==> config.mk <==
export PLATFORM = sky130hd
export DESIGN_NAME = tao_alarm
export DESIGN_NICKNAME = d
export VERILOG_FILES = /design/src/core/tao_pkg.sv /design/src/core/tao_alarm.sv /design/src/core/tao_hyst.sv
export VERILOG_INCLUDE_DIRS = /design/src /design/src/core
export SDC_FILE = /design/constraint.sdc
export NUM_CORES = 1
export LEC_CHECK = 0
export BUFFER_PORTS_ARGS = -buffer_cell sky130_fd_sc_hd__buf_2
export CAP_MARGIN = 40
export CORE_ASPECT_RATIO = 2
export CORE_UTILIZATION = 53
export DETAILED_ROUTE_END_ITERATION = 8
export GPL_TIMING_DRIVEN = 0
export PLACE_DENSITY = 0.85
export SETUP_SLACK_MARGIN = 0.4
export SYNTH_ARGS = -nofsm -noshare
export SYNTH_HDL_FRONTEND = slang
export SYNTH_SLANG_ARGS = --single-unit
==> constraint.sdc <==
create_clock -name clk -period 2.8 [get_ports clk]
set_input_delay 0.56 -clock clk [delete_from_list [all_inputs] [get_ports clk]]
set_output_delay 0.56 -clock clk [all_outputs]
set_load 0.01 [all_outputs]
==> src/core/tao_defines.svh <==
// Register offsets, field positions, reset values and addresses of the alarm block
`ifndef TAO_DEFINES_SVH
`define TAO_DEFINES_SVH

`define TAO_RD_TEMP 8'h00
`define TAO_RD_STATUS 8'h02
`define TAO_RD_CFG 8'h03
`define TAO_RD_HI 8'h05
`define TAO_RD_LO 8'h06
`define TAO_WR_CFG 8'h09
`define TAO_WR_HI 8'h0b
`define TAO_WR_LO 8'h0c
`define TAO_WR_SHOT 8'h0f
`define TAO_RW_TLIM 8'h20
`define TAO_RW_THYST 8'h21

`define TAO_CFG_PIN2_BIT 5
`define TAO_CFG_STBY_BIT 6
`define TAO_CFG_MASK_BIT 7
`define TAO_STAT_LO_BIT 3
`define TAO_STAT_HI_BIT 4

`define TAO_RST_CFG 8'h00
`define TAO_RST_TEMP 8'h00
`define TAO_RST_HI 8'h55
`define TAO_RST_LO 8'h00
`define TAO_RST_TLIM 8'h55
`define TAO_RST_THYST 8'h0a

`define TAO_DEV_ADDR 7'h4c
`define TAO_ARA_ADDR 7'h0c

`endif

==> src/core/tao_pkg.sv <==
// Types shared by the alarm block
package tao_pkg;

	typedef enum logic [0:0] {
		TAO_IDLE = 1'b0,
		TAO_BUSY = 1'b1
	} tao_conv_t;

	typedef struct packed {
		tao_conv_t conv;
		logic shot_pend;
		logic shot_run;
		logic eval;
		logic [7:0] cfg;
		logic [7:0] temp;
		logic [7:0] hi;
		logic [7:0] lo;
		logic [7:0] tlim;
		logic [7:0] thyst;
		logic stat_hi;
		logic stat_lo;
		logic alert;
		logic serviced;
		logic [7:0] rd_data;
	} tao_state_t;

	typedef struct packed {
		logic asserted;
	} tao_hyst_state_t;

endpackage : tao_pkg
==> src/core/tao_alarm.sv <==
// Limit alarm, over-temperature outputs, standby and one-shot control
// Summary of operation
// Alarm pin pulls low when temperature above high limit or at/below low limit.
// Alarm pin only pulls low or floats, never drives high.
// Master answers a low alert line with a read to the response address.
// While alarm asserted, acknowledge response-address read and return address with LSB 1.
// Lowest address wins arbitration; loser keeps alarm and answers later.
// Alarm released after address read, temperature back in range, status cleared.
// Master repeats response-address reads while shared line stays low.
// Standby bit stops converter, aborts conversion without update; serial port stays.
// One-shot write in standby runs exactly one conversion, then standby again.
// Data byte of a one-shot write is ignored.
// Limit write in standby re-checks stored temperature and may assert alarm.
// Limit alarm is maskable; over-temperature output cannot be masked.
// Over-temperature output pulls low above the over-temperature limit.
// Over-temperature output releases itself at limit minus hysteresis.
// Hysteresis resets to 10 degrees, one degree per step, reprogrammable.
// Alarm pin selectable as limit alarm or second over-temperature output.
// Second over-temperature role uses high limit, unmasked, same hysteresis.
// Device answers at one fixed seven-bit address, returned in alert response.
// Limits are evaluated whenever a conversion result is stored.
`timescale 1ns/1ps
`default_nettype none
`include "tao_defines.svh"
module tao_alarm import tao_pkg::*; #(
	parameter int W = 8
) (
	input wire logic clk,
	input wire logic rst_n,
	input wire logic wr_en,
	input wire logic [7:0] wr_addr,
	input wire logic [W-1:0] wr_data,
	input wire logic rd_en,
	input wire logic [7:0] rd_addr,
	output logic [7:0] rd_data,
	input wire logic hdr_valid,
	input wire logic [6:0] hdr_addr,
	output logic hdr_ack,
	output logic [7:0] ara_byte,
	input wire logic ara_won,
	input wire logic ara_lost,
	output logic conv_start,
	output logic conv_abort,
	input wire logic conv_done,
	input wire logic [W-1:0] conv_data,
	output logic alert_o,
	output logic alert_oe,
	output logic overtemp_o,
	output logic overtemp_oe,
	output logic standby
);
	if (W != 8) begin : g_bad_width
		$error("tao_alarm: only 8-bit registers supported");
	end

	tao_state_t s_q, s_d;
	logic stby, mask, pin2, hi_viol, lo_viol, viol, wr_limit;
	logic ot_main, ot_second, stat_rd, alarm_pin;

	////////////////////////////////////////////////////////////////////////
	// Comparators

	assign stby = s_q.cfg[`TAO_CFG_STBY_BIT];
	assign mask = s_q.cfg[`TAO_CFG_MASK_BIT];
	assign pin2 = s_q.cfg[`TAO_CFG_PIN2_BIT];
	assign hi_viol = $signed(s_q.temp) > $signed(s_q.hi);
	assign lo_viol = $signed(s_q.temp) <= $signed(s_q.lo);
	assign viol = hi_viol || lo_viol;
	assign wr_limit = wr_en && (wr_addr == `TAO_WR_HI || wr_addr == `TAO_WR_LO ||
		wr_addr == `TAO_RW_TLIM || wr_addr == `TAO_RW_THYST);
	assign stat_rd = rd_en && rd_addr == `TAO_RD_STATUS;

	tao_hyst #(.W(W)) u_ot_main (
		.clk(clk),
		.rst_n(rst_n),
		.eval(s_q.eval),
		.temp(s_q.temp),
		.limit(s_q.tlim),
		.hyst(s_q.thyst),
		.asserted(ot_main)
	);

	// Second output uses the high limit and the shared hysteresis
	tao_hyst #(.W(W)) u_ot_second (
		.clk(clk),
		.rst_n(rst_n),
		.eval(s_q.eval),
		.temp(s_q.temp),
		.limit(s_q.hi),
		.hyst(s_q.thyst),
		.asserted(ot_second)
	);

	////////////////////////////////////////////////////////////////////////
	// Next state

	always_comb begin
		s_d = s_q;
		s_d.eval = 1'b0;
		conv_start = 1'b0;
		conv_abort = 1'b0;
		if (wr_en) begin
			unique case (wr_addr)
				`TAO_WR_CFG: s_d.cfg = wr_data;
				`TAO_WR_HI: s_d.hi = wr_data;
				`TAO_WR_LO: s_d.lo = wr_data;
				`TAO_RW_TLIM: s_d.tlim = wr_data;
				`TAO_RW_THYST: s_d.thyst = wr_data;
				`TAO_WR_SHOT: s_d.shot_pend = stby;
				default: ;
			endcase
		end
		if (wr_limit && stby) begin
			s_d.eval = 1'b1;
		end
		unique case (s_q.conv)
			TAO_IDLE: begin
				if (!stby || s_q.shot_pend) begin
					conv_start = 1'b1;
					s_d.conv = TAO_BUSY;
					s_d.shot_run = stby;
					s_d.shot_pend = 1'b0;
				end
			end
			TAO_BUSY: begin
				if (stby && !s_q.shot_run) begin
					conv_abort = 1'b1;
					s_d.conv = TAO_IDLE;
				end else if (conv_done) begin
					s_d.temp = conv_data;
					s_d.eval = 1'b1;
					s_d.shot_run = 1'b0;
					s_d.conv = TAO_IDLE;
				end
			end
		endcase
		if (stat_rd) begin
			s_d.stat_hi = 1'b0;
			s_d.stat_lo = 1'b0;
		end
		if (s_q.eval) begin
			if (hi_viol) s_d.stat_hi = 1'b1;
			if (lo_viol) s_d.stat_lo = 1'b1;
			if (viol && !mask) s_d.alert = 1'b1;
		end
		// Losing arbitration leaves the alarm pending
		if (ara_won && s_q.alert && !ara_lost) begin
			s_d.serviced = 1'b1;
		end
		if (s_q.alert && s_q.serviced && !viol && !s_q.stat_hi && !s_q.stat_lo &&
			!(s_q.eval && viol)) begin
			s_d.alert = 1'b0;
			s_d.serviced = 1'b0;
		end
		if (rd_en) begin
			unique case (rd_addr)
				`TAO_RD_TEMP: s_d.rd_data = s_q.temp;
				`TAO_RD_STATUS: s_d.rd_data = {3'h0, s_q.stat_hi, s_q.stat_lo, 3'h0};
				`TAO_RD_CFG: s_d.rd_data = s_q.cfg;
				`TAO_RD_HI: s_d.rd_data = s_q.hi;
				`TAO_RD_LO: s_d.rd_data = s_q.lo;
				`TAO_RW_TLIM: s_d.rd_data = s_q.tlim;
				`TAO_RW_THYST: s_d.rd_data = s_q.thyst;
				default: s_d.rd_data = 8'h00;
			endcase
		end
	end

	always_ff @(posedge clk or negedge rst_n) begin
		if (!rst_n) begin
			s_q <= '{conv: TAO_IDLE, shot_pend: 1'b0, shot_run: 1'b0, eval: 1'b0,
				cfg: `TAO_RST_CFG, temp: `TAO_RST_TEMP, hi: `TAO_RST_HI,
				lo: `TAO_RST_LO, tlim: `TAO_RST_TLIM, thyst: `TAO_RST_THYST,
				stat_hi: 1'b0, stat_lo: 1'b0, alert: 1'b0, serviced: 1'b0,
				rd_data: 8'h00};
		end else begin
			s_q <= s_d;
		end
	end

	////////////////////////////////////////////////////////////////////////
	// Outputs

	assign alarm_pin = pin2 ? ot_second : s_q.alert;
	assign alert_o = 1'b0;
	assign alert_oe = alarm_pin;
	assign overtemp_o = 1'b0;
	assign overtemp_oe = ot_main;
	assign rd_data = s_q.rd_data;
	assign standby = stby;
	assign ara_byte = {`TAO_DEV_ADDR, 1'b1};
	assign hdr_ack = hdr_valid && (hdr_addr == `TAO_DEV_ADDR ||
		(hdr_addr == `TAO_ARA_ADDR && !pin2 && s_q.alert));
endmodule : tao_alarm
`default_nettype wire

==> src/core/tao_hyst.sv <==
// Over-temperature comparator with hysteresis release
`timescale 1ns/1ps
`default_nettype none
module tao_hyst import tao_pkg::*; #(
	parameter int W = 8
) (
	input wire logic clk,
	input wire logic rst_n,
	input wire logic eval,
	input wire logic [W-1:0] temp,
	input wire logic [W-1:0] limit,
	input wire logic [W-1:0] hyst,
	output logic asserted
);
	if (W < 2 || W > 16) begin : g_bad_width
		$error("tao_hyst: W out of range");
	end

	tao_hyst_state_t s_q, s_d;
	logic signed [W+1:0] t_s, lim_s, rel_s;

	always_comb begin
		t_s = (W+2)'($signed(temp));
		lim_s = (W+2)'($signed(limit));
		rel_s = lim_s - (W+2)'($signed({1'b0, hyst}));
		s_d = s_q;
		if (eval) begin
			if (t_s > lim_s) begin
				s_d.asserted = 1'b1;
			end else if (t_s <= rel_s) begin
				s_d.asserted = 1'b0;
			end
		end
	end

	always_ff @(posedge clk or negedge rst_n) begin
		if (!rst_n) begin
			s_q <= '0;
		end else begin
			s_q <= s_d;
		end
	end

	assign asserted = s_q.asserted;
endmodule : tao_hyst
`default_nettype wire

## Yosys cells after proc, flatten, opt, wreduce, memory -nomap -nowiden

Index checks and enable logic that the tools add are counted.

- Add/subtract/negate cells: 2
- Order comparisons: 6
- Equal/unequal tests: 17
- Muxes and demuxes: 29
- Bitwise logic cells: 2
- Reductions and logical operators: 47

Operators by type and width:

| operator | number |
|---|---|
| $pmux 8 s7 | 1 |
| $eq 8x4->1 const B | 4 |
| $eq 8x6->1 const B | 4 |
| $gt 8x8->1 | 3 |
| $le 8x10->1 | 2 |
| $mux 1 | 20 |
| $sub 8x9->10 | 2 |
| $eq 8x2->1 const B | 2 |
| $eq 8x3->1 const B | 2 |
| $logic_and 1x1->1 | 16 |
| $reduce_and 2->1 | 8 |
| $reduce_bool 2->1 | 5 |
| $logic_not 1->1 | 9 |
| $le 8x8->1 | 1 |
| $logic_not 8->1 | 1 |
| $mux 2 | 4 |
| $eq 7x4->1 const B | 1 |
| $eq 7x7->1 const B | 1 |
| $logic_or 1x1->1 | 6 |
| $mux 3 | 2 |
| $ne 2x2->1 const B | 3 |
| $reduce_and 3->1 | 2 |
| $pmux 1 s2 | 2 |
| $not 1->1 | 2 |

- Register bits after elaboration: 66
- Input bits: 47
- Word-level logic and storage cells: 120

## Logic depth before layout (Yosys ltp)

- Word-level depth: 10
- Depth in mapped cells: 15
- Gate-level depth less buffers: 15

## Modules after synthesis

A second synthesis with hierarchy kept.

- Cells, all modules: 558
- Area total of the unflattened synthesis: 5236.3 um^2

Modules (own cells, without submodules):

| module | instances | cells an instance | area an instance (um^2) | seq. area each (um^2) |
|---|---|---|---|---|
| tao_alarm | 1 | 333 | 3514.6 | 1614.0 |
| tao_hyst at u_ot_second | 1 | 112 | 864.6 | 25.0 |
| tao_hyst at u_ot_main | 1 | 113 | 857.1 | 25.0 |

## Worst setup path after synthesis

No wires, ideal clock.

- Kind: reg-to-reg
- Start point: register s_q[13] (netlist name)
- End point: register u_ot_second.s_q, in the netlist u_ot_second.asserted
- Data arrival time: 2693 ps
- Data required time: 2673 ps
- Slack: -20 ps
- Cell stages (with the launch flop): 14
- Buffers on the path: 0
- Period minus slack after synthesis: 2820 ps
- Cell sequence: dfstp_2 > inv_1 > ha_1 > nor2b_1 > o2111ai_1 > a31oi_1 > o31a_1 > xor2_1 > ha_1 > a21o_1 > a211oi_1 > o21ai_0 > a31oi_1 > o21ai_0

- Word-level cells in the longest chain between the ends: 4

Ends and longest elaborated chain:

| element | line | text |
|---|---|---|
| start: declaration | tao_alarm.sv:56 | `tao_state_t s_q, s_d;` |
| start signal: assignment | tao_alarm.sv:171 | `s_q <= '{conv: TAO_IDLE, shot_pend: 1'b0, shot_run: 1'b0, eval: 1'b0,` |
| $sub 8x9->10 | tao_hyst.sv:25 | `rel_s = lim_s - (W+2)'($signed({1'b0, hyst}));` |
| $le 8x10->1 | tao_hyst.sv:30 | `end else if (t_s <= rel_s) begin` |
| $reduce_bool 2->1 (no source line) | n/a |  |
| $reduce_and 2->1 (no source line) | n/a |  |
| end signal: assignment | tao_hyst.sv:38 | `s_q <= '0;` |
| end signal: assignment | tao_hyst.sv:40 | `s_q <= s_d;` |
| end: declaration | tao_hyst.sv:19 | `tao_hyst_state_t s_q, s_d;` |

Every way passes these cells.
A chain may end at the register's enable or synchronous reset.

## Worst setup path in the final report

- Start point: register s_q[36] (netlist name)
- End point: register u_ot_second.s_q, in the netlist u_ot_second.asserted

- Word-level cells in the longest chain between the ends: 4
- Elaborated cells between the ends (all ways): 6
- Those cells by class: add/sub (1); order compare (2); mux (1); reduce/logical (2)

Ends and longest elaborated chain:

| element | line |
|---|---|
| $sub 8x9->10 | tao_hyst.sv:25 |
| $le 8x10->1 | tao_hyst.sv:30 |
| $reduce_bool 2->1 (no source line) | n/a |
| $reduce_and 2->1 (no source line) | n/a |

Several ways; a longest one is shown, not always the timed one.

==> flow_summary.toml <==
[yosys]
synth_top_area_share_pct = 28.4
synthCells = 516
async_reset_ff_share_pct = 100
ys.flop_type = "dfrtp_1"
ys_seq_area_share_pct = 33.7
ys_types = 55
ys_warn_count = 0
synth_edf_count = 0
synth_seq_cells = 66
synth_commonest_cells = "ha_1, dfrtp_1, inv_1"
yosysMostFrequentCell = "ha_1"
postSynthAreaPerCell_sq_um = 9.57
ys_top_cells_by_area = "dfrtp_1, ha_1, mux2_2"
netlist_area_sq_um = 4940
yosys.area.top_type = "dfrtp_1"

[drt]
drt_iter0_markers = 260
drc_errors = 0
drt.antenna.violating_nets = 0
wl_mm = 14.6
num_vias = 4420
viasPerCell = 6.26
first_pass_iters = 7
wl_per_cell_um = 20.7

[finish]
diodes = 0
multiInputGateArea_sq_um = 3110
areaGrowthSynthToFinish_pct = 20.1
fill_cells = 673
seqCellArea_sq_um = 1660
drive_above_1_share_pct = 32.0
utilization_pct = 65.8
nets = 710

[run_status]
violations = "setup timing"
status = "finished, violations left"

[grt]
grt_first_pass_wirelength_mm = 22.7
grt_max_degree = 40
grt_pass1_vias = 4630
grt_overflow_total = 0
antenna_found_initial = 0
grt_usage_pct = 30.5

[power]
power.internal_mw = 2.28
p_leak_nw = 2.76
power_density_nw_per_um2 = 583
clkPwrFrac_pct = 32.0
peakVddDrop_v = 0.000491
p_sw_share_pct = 34.0
p_comb_share_pct = 34.7
power.switching_mw = 1.17
seq_power_share_pct = 33.3

[floorplanning]
fp.dieH_um = 138
initial_core_util_pct = 54.8
io_pins = 71
dieWidth_um = 70.2
rows = 49
core_area_sq_um = 9010
die_area_sq_um = 9730

[sta]
drv_slew = 0
finalCriticalPeriod_ps = 3160
post-route-period-util_pct = 113
relSlewSlack_pct = 55.9
finalSetupViolCount = 2
rsz0062_at_grt = "yes"
fin_skew_ps = 7.51
finalHoldViolations = 0
fin_ws_ps = -358
fmax_ghz = 0.317
hold_slack_ps = 250
setup_tns_ps = -635
worstMarginPinSlew_ps = 662

[clock_network]
clockBufferDepth = 2
clk_pin_slew_worst_paths_ps = 50
clkLatencyLatePin_ps = 340
htreeDepth = 3
ctsRootBufferMaster = "clkbuf_16"
clock-sinks = 66
ctsHoldBuffers = 0
cts_buffers = 9
cts_tree = "built"

[placement]
dp_slack_ps = -419
port_buffers = 58
gp_congestion = 0.946
dp_hpwl_mm = 10.5

[worst_setup_path]
rr_endpoint = "u_ot_second.asserted"
r2r-start = "s_q[36]"
cp-startpoint = "s_q[36]"
startpoint_type = "register"
worst-setup-path-type = "register to register"
arrival_ps = 3380
r2r_slack_ps = -360
end_kind = "register"
critPathRequiredTime_ps = 3020
r2r_cells = 14
cp-endpoint = "u_ot_second.asserted"
cp_max_fo = 2

[hold_path]
hold_class = "input pin to asynchronous set/reset pin"

[job]
max_cap_viol_count = 0
layer usage:
| layer | part of all wire (%) | global-route usage (%) | wire [um] | up-vias |
|---|---|---|---|---|
| met5 | 0 | 0 | 0 | - |
| met4 | 8.9 | 26.9 | 1300 | 0 |
| met3 | 5.5 | 7.14 | 806 | 91 |
| met2 | 54 | 52.8 | 7850 | 199 |
| met1 | 32 | 29.1 | 4650 | 2135 |
| li1 | - | - | - | 1995 |
stage by stage:
stage | power (mW) | area [sq um] | std cells
final | 3.45 | 5930 | 706
after floorplan | 1.83 | 5010 | 524
after CTS | 3.36 | 5870 | 705
after detailed placement | 2.16 | 5450 | 685
after global routing | 3.63 | 5930 | 706
after global placement | 2.09 | 5430 | 684
cell usage in the layout (no fill, tap or decap), types with 7 or more instances in the layout:
cell / count
a22oi_1: 13
nand4_1: 8
mux2_2: 47
nor2_1: 41
xnor2_1: 7
clkbuf_1: 7
dfrtp_1: 56
and3_1: 7
a31oi_1: 9
a21oi_1: 26
a21o_1: 7
nand2b_1: 11
buf_2: 62
o21ai_0: 16
dfstp_2: 10
buf_4: 25
ha_1: 57
nand3_1: 8
inv_1: 46
nand2_1: 15
conb_1: 10
clkbuf_16: 9
sequential cells by signal, indices dropped and copies added (netlist names):
register              flops
standby                   1
mask                      1
u_ot_second.asserted      1
rd_data                   8
u_ot_main.asserted        1
pin2                      1
s_q                      53
power groups by stage:
stage	registers (mW)	logic, mW	clock network, mW
2_1_floorplan	1.11	0.721	0
3_3_place_gp	1.15	0.942	0
3_5_place_dp	1.16	1.01	0
4_1_cts	1.14	1.10	1.12
5_1_grt	1.15	1.32	1.15
6_report	1.15	1.20	1.11
critical path, cell delays in order (launching register included):
cell	delay (ps)
dfstp_2	550
inv_2	50
ha_4	160
fa_2	350
nor2b_2	110
o21a_1	150
nor3_1	60
or2_2	290
ha_1	310
o21ai_0	260
nor2_1	110
nor3_2	250
o21ai_1	140
a31oi_4	170
o21ai_2	60
cell families (layout without fill, tap and decap cells):
family                     Yosys count  after routing  synth area share [%]
and+or+nand+nor                    129            129                  13.4
AOI/OAI and AO/OA                  115            115                  15.0
buffers and inverters               78            158                  7.81
DFF                                 66             66                  33.7
adders and majority gates           64             64                  16.5
muxes                               49             49                  11.1
xor gates and xnor gates            13             13                  2.31
other                                2             10                 0.152
how the worst min path moves through the flow:
stage,cells after the start,end
after floorplan,0,mask
after global placement,1,s_q[54]
after detailed placement,1,s_q[56]
after CTS,1,rd_data[3]
after global routing,1,rd_data[3]
final,1,rd_data[6]
cell type report:
type	instances	area share [%]
timing repair buffer	64	5.87
clock inverter	3	0.676
inverter	48	3.04
tap	102	2.15
sequential	66	28.1
clock buffer	13	4.22
multi-input combinational	380	52.5
buffer	30	3.46
what timing repair did:
| item | 4_1_cts | 5_1_grt |
|---|---|---|
| setup endpoints to repair | 2 | 2 |
| setup buffers | 4 | 1 |
| gates resized for setup | 21 | 9 |
| pin swaps | 14 | 11 |
(Power assumes the default switching activity.)
